===== src/hw/adc_seq_defines.svh =====
// Offsets, field positions and timing counts of the conversion sequencer
`ifndef ADC_SEQ_DEFINES_SVH
`define ADC_SEQ_DEFINES_SVH
`define ADDR_CONFIG    8'h00
`define ADDR_COMMAND   8'h04
`define ADDR_FIFO      8'h08
`define ADDR_SINGLE    8'h0C
`define ADDR_STATUS    8'h10
`define ADDR_INT_STS   8'h14
`define ADDR_INT_CLR   8'h18
`define ADDR_INT_EN    8'h1C
`define CFG_RESET      17'h00000
`define CMD_SELECT_BIT 0
`define CMD_CONV_BIT   4
`define EV_DONE        0
`define EV_THRESH      1
`define EV_IGNORED     2
`define FIFO_DEPTH     8
`define CONV_SCLK_EDGES 5'h0E
`endif


===== src/hw/adc_seq_pkg.sv =====
// Types shared by the conversion sequencer
package adc_seq_pkg;
  typedef enum logic [1:0] {
    MODE_SINGLE = 2'h0,
    MODE_REPEAT = 2'h1,
    MODE_SWEEP  = 2'h2,
    MODE_RSWEEP = 2'h3
  } mode_e;
  typedef enum logic {ST_IDLE, ST_CONV} conv_state_e;
  typedef logic [2:0] chan_t;
  typedef logic [9:0] result_t;
endpackage


===== src/hw/adc_conversion_mode_sequencer.sv =====
// Conversion-mode sequencer with result FIFO, APB registers and interrupt
//
// The register offsets and register access over APB were left to the implementer.
`timescale 1ns/100ps
`include "adc_seq_defines.svh"

module adc_conversion_mode_sequencer (
  // Clock and reset
  input  wire logic                   clk_sys,
  input  wire logic                   arst_n,
  // APB slave
  input  wire logic                   psel,
  input  wire logic                   penable,
  input  wire logic                   pwrite,
  input  wire logic [7:0]             paddr,
  input  wire logic [31:0]            pwdata,
  output logic      [31:0]            prdata,
  output logic                        pready,
  output logic                        pslverr,
  // Link pins
  input  wire logic                   sclk,
  input  wire logic                   cs_n,
  input  wire logic                   conversion_start_pin_n,
  // Converter core
  input  wire adc_seq_pkg::result_t   adc_result,
  output adc_seq_pkg::chan_t          mux_channel,
  output logic                        sampling,
  // Status outputs
  output logic                        eoc,
  output logic                        irq
);
  import adc_seq_pkg::*;

  logic [2:0]  sclk_sy;
  logic [2:0]  cs_sy;
  logic [2:0]  cst_sy;
  logic [16:0] config_register;
  logic [16:0] next_cfg;
  mode_e       mode;
  logic [3:0]  thr_cnt;
  conv_state_e st;
  conv_state_e next_st;
  logic [4:0]  edges;
  logic [4:0]  next_edges;
  chan_t       sel_ch;
  chan_t       next_sel_ch;
  logic        chan_sel;
  logic        next_chan_sel;
  chan_t       conv_ch;
  chan_t       next_conv_ch;
  logic [1:0]  idx;
  logic [1:0]  next_idx;
  logic        thr_hit;
  logic        next_thr_hit;
  logic [3:0]  cnt;
  logic [3:0]  next_cnt;
  logic [2:0]  rp;
  logic [2:0]  next_rp;
  logic [2:0]  wp;
  logic [2:0]  next_wp;
  result_t     single_res;
  result_t     next_single_res;
  logic [2:0]  int_sts;
  logic [2:0]  next_int_sts;
  logic [2:0]  int_en;
  logic [2:0]  next_int_en;
  logic [12:0] mem [`FIFO_DEPTH];
  logic        push;
  logic        pop;
  logic        flush;
  logic        wr;
  logic        rd;
  logic        cfg_wr;
  logic        trig;
  logic        sclk_rise;
  logic        done_now;
  logic        start_ok;
  logic [2:0]  ev;

  // Pick the sweep entry at a position
  function automatic chan_t order_at(input logic [16:0] c, input logic [1:0] i);
    order_at = c[5+3*i +: 3];
  endfunction

  // Pin synchronisers plus one stage for edge finding
  always_ff @(posedge clk_sys or negedge arst_n) begin
    if (!arst_n) begin
      sclk_sy <= 3'h0;
      cs_sy   <= 3'h7;
      cst_sy  <= 3'h7;
    end else begin
      sclk_sy <= {sclk_sy[1:0], sclk};
      cs_sy   <= {cs_sy[1:0], cs_n};
      cst_sy  <= {cst_sy[1:0], conversion_start_pin_n};
    end
  end

  // Decoded strobes
  assign mode      = mode_e'(config_register[1:0]);
  assign thr_cnt   = {1'b0, config_register[4:2]} + 4'h1;
  assign wr        = psel && penable && pwrite;
  assign rd        = psel && penable && !pwrite;
  assign cfg_wr    = wr && (paddr == `ADDR_CONFIG);
  assign sclk_rise = sclk_sy[1] && !sclk_sy[2];
  assign trig      = (wr && paddr == `ADDR_COMMAND && pwdata[`CMD_CONV_BIT])
                     || (cs_sy[2] && !cs_sy[1]) || (cst_sy[2] && !cst_sy[1]);
  assign done_now  = (st == ST_CONV) && sclk_rise && (edges == `CONV_SCLK_EDGES - 5'h01);
  assign pop       = rd && (paddr == `ADDR_FIFO) && (cnt != 4'h0) && !cfg_wr;

  // Acceptance of a conversion trigger per mode
  always_comb begin
    unique case (mode)
      MODE_SINGLE: start_ok = chan_sel;
      MODE_REPEAT: start_ok = chan_sel && !thr_hit;
      MODE_SWEEP:  start_ok = !thr_hit;
      MODE_RSWEEP: start_ok = 1'b1;
    endcase
  end

  // Sequencer next state
  always_comb begin
    next_cfg        = config_register;
    next_st         = st;
    next_edges      = edges;
    next_sel_ch     = sel_ch;
    next_chan_sel   = chan_sel;
    next_conv_ch    = conv_ch;
    next_idx        = idx;
    next_thr_hit    = thr_hit;
    next_single_res = single_res;
    next_int_en     = int_en;
    push            = 1'b0;
    flush           = 1'b0;
    ev              = 3'h0;
    if (cfg_wr) begin
      next_cfg      = pwdata[16:0];
      flush         = 1'b1;
      next_thr_hit  = 1'b0;
      next_idx      = 2'h0;
      next_chan_sel = 1'b0;
      next_st       = ST_IDLE;
    end else begin
      if (wr && paddr == `ADDR_COMMAND && pwdata[`CMD_SELECT_BIT]) begin
        next_chan_sel = 1'b1;
        next_sel_ch   = pwdata[3:1];
      end
      if (wr && paddr == `ADDR_INT_EN) begin
        next_int_en = pwdata[2:0];
      end
      if (trig && st == ST_IDLE) begin
        if (start_ok) begin
          next_st    = ST_CONV;
          next_edges = 5'h00;
          if (mode == MODE_RSWEEP && thr_hit) begin
            flush        = 1'b1;
            next_thr_hit = 1'b0;
            next_idx     = 2'h0;
            next_conv_ch = order_at(config_register, 2'h0);
          end else if (mode[1]) begin
            next_conv_ch = order_at(config_register, idx);
          end else begin
            next_conv_ch = sel_ch;
          end
        end else begin
          ev[`EV_IGNORED] = 1'b1;
        end
      end
      if (st == ST_CONV && sclk_rise) begin
        next_edges = edges + 5'h01;
      end
      if (done_now) begin
        next_st         = ST_IDLE;
        ev[`EV_DONE]    = 1'b1;
        if (mode == MODE_SINGLE) begin
          next_single_res = adc_result;
        end else begin
          push     = 1'b1;
          next_idx = idx + 2'h1;
          if (cnt - {3'h0, pop} + 4'h1 >= thr_cnt) begin
            next_thr_hit     = 1'b1;
            ev[`EV_THRESH]   = 1'b1;
          end
        end
      end
      if (pop && cnt == 4'h1 && !push && thr_hit) begin
        next_thr_hit = 1'b0;
        next_idx     = 2'h0;
        if (mode == MODE_REPEAT) begin
          next_chan_sel = 1'b0;
        end
      end
    end
  end

  // FIFO pointers and count
  always_comb begin
    if (flush) begin
      next_rp  = 3'h0;
      next_wp  = {2'h0, push};
      next_cnt = {3'h0, push};
    end else begin
      next_rp  = rp + {2'h0, pop};
      next_wp  = wp + {2'h0, push};
      next_cnt = cnt + {3'h0, push} - {3'h0, pop};
    end
  end

  // Sticky events: set wins over clear
  always_comb begin
    next_int_sts = int_sts | ev;
    if (wr && paddr == `ADDR_INT_CLR) begin
      next_int_sts = (int_sts & ~pwdata[2:0]) | ev;
    end
  end

  // State registers
  always_ff @(posedge clk_sys or negedge arst_n) begin
    if (!arst_n) begin
      config_register <= `CFG_RESET;
      st              <= ST_IDLE;
      edges           <= 5'h00;
      sel_ch          <= 3'h0;
      chan_sel        <= 1'b0;
      conv_ch         <= 3'h0;
      idx             <= 2'h0;
      thr_hit         <= 1'b0;
      cnt             <= 4'h0;
      rp              <= 3'h0;
      wp              <= 3'h0;
      single_res      <= 10'h000;
      int_sts         <= 3'h0;
      int_en          <= 3'h0;
    end else begin
      config_register <= next_cfg;
      st              <= next_st;
      edges           <= next_edges;
      sel_ch          <= next_sel_ch;
      chan_sel        <= next_chan_sel;
      conv_ch         <= next_conv_ch;
      idx             <= next_idx;
      thr_hit         <= next_thr_hit;
      cnt             <= next_cnt;
      rp              <= next_rp;
      wp              <= next_wp;
      single_res      <= next_single_res;
      int_sts         <= next_int_sts;
      int_en          <= next_int_en;
    end
  end

  // Result storage, tagged with channel
  always_ff @(posedge clk_sys) begin
    if (push) begin
      mem[flush ? 3'h0 : wp] <= {conv_ch, adc_result};
    end
  end

  // Register read mux and bus answer
  always_comb begin
    prdata  = 32'h00000000;
    pslverr = 1'b0;
    unique case (paddr)
      `ADDR_CONFIG:  prdata = {15'h0, config_register};
      `ADDR_FIFO:    prdata = (cnt != 4'h0) ? {1'b1, 15'h0, 3'h0, mem[rp]} : 32'h00000000;
      `ADDR_SINGLE:  prdata = {22'h0, single_res};
      `ADDR_STATUS:  prdata = {20'h00000, sel_ch, idx, chan_sel, st == ST_CONV, thr_hit, cnt};
      `ADDR_INT_STS: prdata = {29'h0, int_sts};
      `ADDR_INT_EN:  prdata = {29'h0, int_en};
      `ADDR_COMMAND, `ADDR_INT_CLR: prdata = 32'h00000000;
      default:       pslverr = psel && penable;
    endcase
  end

  // Outputs
  assign pready      = 1'b1;
  assign mux_channel = conv_ch;
  assign sampling    = (st == ST_CONV);
  assign eoc         = thr_hit;
  assign irq         = |(int_sts & int_en);
endmodule // adc_conversion_mode_sequencer


===== config.mk =====
export PLATFORM = sky130hd
export DESIGN_NAME = adc_conversion_mode_sequencer
export DESIGN_NICKNAME = d
export VERILOG_FILES = /design/src/hw/adc_seq_pkg.sv /design/src/hw/adc_conversion_mode_sequencer.sv
export VERILOG_INCLUDE_DIRS = /design/src /design/src/hw
export SDC_FILE = /design/constraint.sdc
export NUM_CORES = 1
export LEC_CHECK = 0
export ABC_AREA = 1
export BUFFER_PORTS_ARGS = -buffer_cell sky130_fd_sc_hd__buf_2
export CORE_MARGIN = 4
export CORE_UTILIZATION = 58
export CTS_BUF_LIST = sky130_fd_sc_hd__clkbuf_2 sky130_fd_sc_hd__clkbuf_4 sky130_fd_sc_hd__clkbuf_8
export CTS_CLUSTER_SIZE = 30
export DETAILED_ROUTE_END_ITERATION = 8
export GPL_ROUTABILITY_DRIVEN = 0
export HOLD_SLACK_MARGIN = 0.12
export PLACE_DENSITY = 0.9
export SYNTH_ARGS = -nofsm -noshare
export SYNTH_HDL_FRONTEND = slang
export SYNTH_SLANG_ARGS = --single-unit
export TNS_END_PERCENT = 100

===== constraint.sdc =====
create_clock -name clk_sys -period 3.2 [get_ports clk_sys]
set_input_delay 0.64 -clock clk_sys [delete_from_list [all_inputs] [get_ports clk_sys]]
set_output_delay 0.64 -clock clk_sys [all_outputs]
set_load 0.03 [all_outputs]

==> results.sh <==
export IMPL_syn_to_final_growth_pct=11.5
export IMPL_dp_slack_ns=0.143
export IMPL_multi_input_area_mm2=0.00262
export IMPL_yosys_cell_types_count=40
export IMPL_critical_path_max_stage_delay_ns=0.46
export IMPL_whs_ns=0.188
export IMPL_combPwrFrac_pct=9.0
export IMPL_synthCells=775
export IMPL_setup_viol=0
export IMPL_clockBufferDepth=2
export IMPL_max_slew_worst_pin_slew_ns=0.931
export IMPL_die_x_um=125
export IMPL_fp_row_count=42
export IMPL_end_kind="primary output"
export IMPL_grt_pass1_vias=5978
export IMPL_clockPowerShare_pct=35.2
export IMPL_path_cells="buf_4 -> nor2_1 -> nor2_1 -> o21ai_0 -> o211ai_1 -> nand3_1 -> o2111ai_1 -> buf_2"
export IMPL_clk_latency_ns=0.46
export IMPL_ys_seq_area_share_pct=60.7
export IMPL_start_util_pct=59.6
export IMPL_core_mm2=0.0133
export IMPL_layout_commonest_cell="nor2_1"
export IMPL_crit_top_cell="nor2_1"
export IMPL_max_freq_ghz=0.335
export IMPL_drtIter0Drc=765
export IMPL_grt_pass1_wl_um=30500
export IMPL_power_density_mw_per_mm2=489
export IMPL_cp_required_ns=2.56
export IMPL_cts_resized_gates=0
export IMPL_antenna_found_initial=0
export IMPL_path_max_fanout=53
export IMPL_hold_viol=0
export IMPL_remaining_drc_errors=0
export IMPL_path_class="reg2out"
export IMPL_status="finished, final reports clean"
export IMPL_grt_setup_unrepaired="false"
export IMPL_wl_met3_um=1780
export IMPL_ff_latch_area_mm2=0.00483
export IMPL_p_sw_mw=1.07
export IMPL_clk_transition_reported_paths_ns=0.09
export IMPL_async_flop_share_pct=39.5
export IMPL_cts_buffers=17
export IMPL_sequentialPowerShare_pct=55.8
export IMPL_portBuffers=67
export IMPL_dpl_hpwl_um=12600
export IMPL_ys_warn_count=0
export IMPL_drive_above_1_share_pct=18.5
export IMPL_p_leak_nw=3.71
export IMPL_ctsHtreeMaxLevel=4
export IMPL_gr_total_overflow=0
export IMPL_r2r_slack_ns=0.46
export IMPL_syn_avg_cell_area_um2=10.3
export IMPL_swShare_pct=24.6
export IMPL_cp_top_family="buffers and inverters"
export IMPL_dr_max_layer_used="met4"
export IMPL_wl_met2_um=9570
export IMPL_cts_root_buffer="clkbuf_8"
export IMPL_postCtsSetupRepairBufs=0
export IMPL_dieHeight_um=125
export IMPL_ioPinCount=98
export IMPL_slew_viol_final=0
export IMPL_placed_area_mm2=0.00848
export IMPL_num_vias=6088
export IMPL_cts_hold_buf=0
export IMPL_fin_crit_sh_pct=93.3
export IMPL_post_drt_wl_per_cell_um=18.8
export IMPL_startpoint_type="flop"
export IMPL_drt_wl_total_um=19500
export IMPL_final_cells=1039
export IMPL_min_period_ns=2.98
export IMPL_fin_setup_tns_ns=0
export IMPL_cts_sinks=172
export IMPL_grt_max_degree=69
export IMPL_fillCellCount=954
export IMPL_track_usage_pct=25.0
export IMPL_drt_pass1_iterations=6
export IMPL_ys_flop_type="edfxtp_1"
export IMPL_fin_util_pct=66.5
export IMPL_drtAntennaViolNets=0
export IMPL_synth_edf_count=104
export IMPL_report_power_total_mw=4.34
export IMPL_tritoncts="yes"
export IMPL_ir_drop_uv=350
export IMPL_post_place_cells=1007
export IMPL_internal_power_mw=3.27
export IMPL_maxCapViolCount=0
export IMPL_crit_path_top_delay_cell="buf_4"
export IMPL_viasPerCell=5.86
export IMPL_crit_arrival_ns=2.34
export IMPL_n_antenna_cell=0
export IMPL_die_area_mm2=0.0157
export IMPL_syn_cell_area_mm2=0.00796
export IMPL_most_common_layout_cells="113 x nor2_1, 109 x nand2_1, 104 x edfxtp_1, 83 x o21ai_0"
export IMPL_design_area_mm2=0.00887
export IMPL_ys_ff_latch=172
export IMPL_worstHoldPathType="in2async"
export IMPL_finClkSkew_ns=0.0159
export IMPL_finalNetCount=928
export IMPL_cp_num_buf_inv=2
export IMPL_slew_headroom_pct=37.7
export IMPL_setup_slack_ns=0.216
export IMPL_wirelength_met1_um=7380
[state kept, by name, indices dropped and copies added (netlist names), 4 cells and up]
name and count:
cnt 4, config_register 17, edges 5, mem 104
single_res 10
[kinds of logic after synthesis]
group	synth area share [%]
DFF	60.7
adders and majority gates	3.24
AOI/OAI and AO/OA	12.2
and+or+nand+nor	15.8
xor gates and xnor gates	0.990
buffers and inverters	6.97
other	0.0944
[synth_stat cells (5+ instances only)]
cell type | count | share of area, %
dfstp_2 | 6 | 2.0
a21oi_1 | 13 | 0.82
buf_4 | 18 | 1.7
nor2_2 | 5 | 0.39
o221ai_1 | 7 | 0.77
nand2_2 | 6 | 0.47
clkbuf_1 | 13 | 0.61
ha_1 | 19 | 3.0
nand3_1 | 31 | 1.9
nor2_1 | 113 | 5.3
nand2_1 | 109 | 5.1
inv_2 | 8 | 0.38
inv_1 | 67 | 3.2
dfrtp_1 | 62 | 19
edfxtp_1 | 104 | 39
o21ai_1 | 15 | 0.94
o2111ai_1 | 8 | 0.88
xnor2_1 | 5 | 0.55
o21ai_0 | 83 | 5.2
o211ai_1 | 27 | 2.5
nand4_1 | 7 | 0.55
buf_2 | 11 | 0.69
[path summary, 6_finish.rpt]
| path | start | to | cells past startpoint |
|---|---|---|---|
| hold / removal | arst_n | sclk_sy[0]$_DFF_PN0_ | 2 |
| setup / recovery | rp[0]$_DFF_PN0_ | prdata[8] | 8 |
| max in group asynchronous | arst_n | cs_sy[0]$_DFF_PN1_ | 2 |
| min in group clk_sys | conversion_start_pin_n | cst_sy[0]$_DFF_PN1_ | 1 |
| setup reg to reg | cnt[2]$_DFF_PN0_ | int_sts[1]$_DFF_PN0_ | 16 |
| hold reg to reg | cst_sy[0]$_DFF_PN1_ | cst_sy[1]$_DFF_PN1_ | 0 |
[power by group through the flow]
stage / combinational, mW / clock (mW) / sequential, mW
after floorplan: 0.268 / 0 / 2.46
after global placement: 0.349 / 0 / 2.47
after detailed placement: 0.376 / 0 / 2.47
after CTS: 0.386 / 1.54 / 2.42
after global routing: 0.440 / 1.64 / 2.43
final: 0.390 / 1.53 / 2.42
[layer usage]
metal / vias to the layer above / global-route usage, %
met5: - / 0
met4: 0 / 12.6
met2: 345 / 40.1
met1: 2895 / 32.0
met3: 66 / 6.10
li1: 2782 / -
[area by class of cell]
class	instances	area share [%]
well taps	176	2.48
clock inverters	11	1.52
flip-flops and latches	172	54.4
multi-input cells	495	29.5
inverters	77	3.30
repair buffers	87	5.75
clock buffers	21	2.97
(Power assumes the default switching activity.)
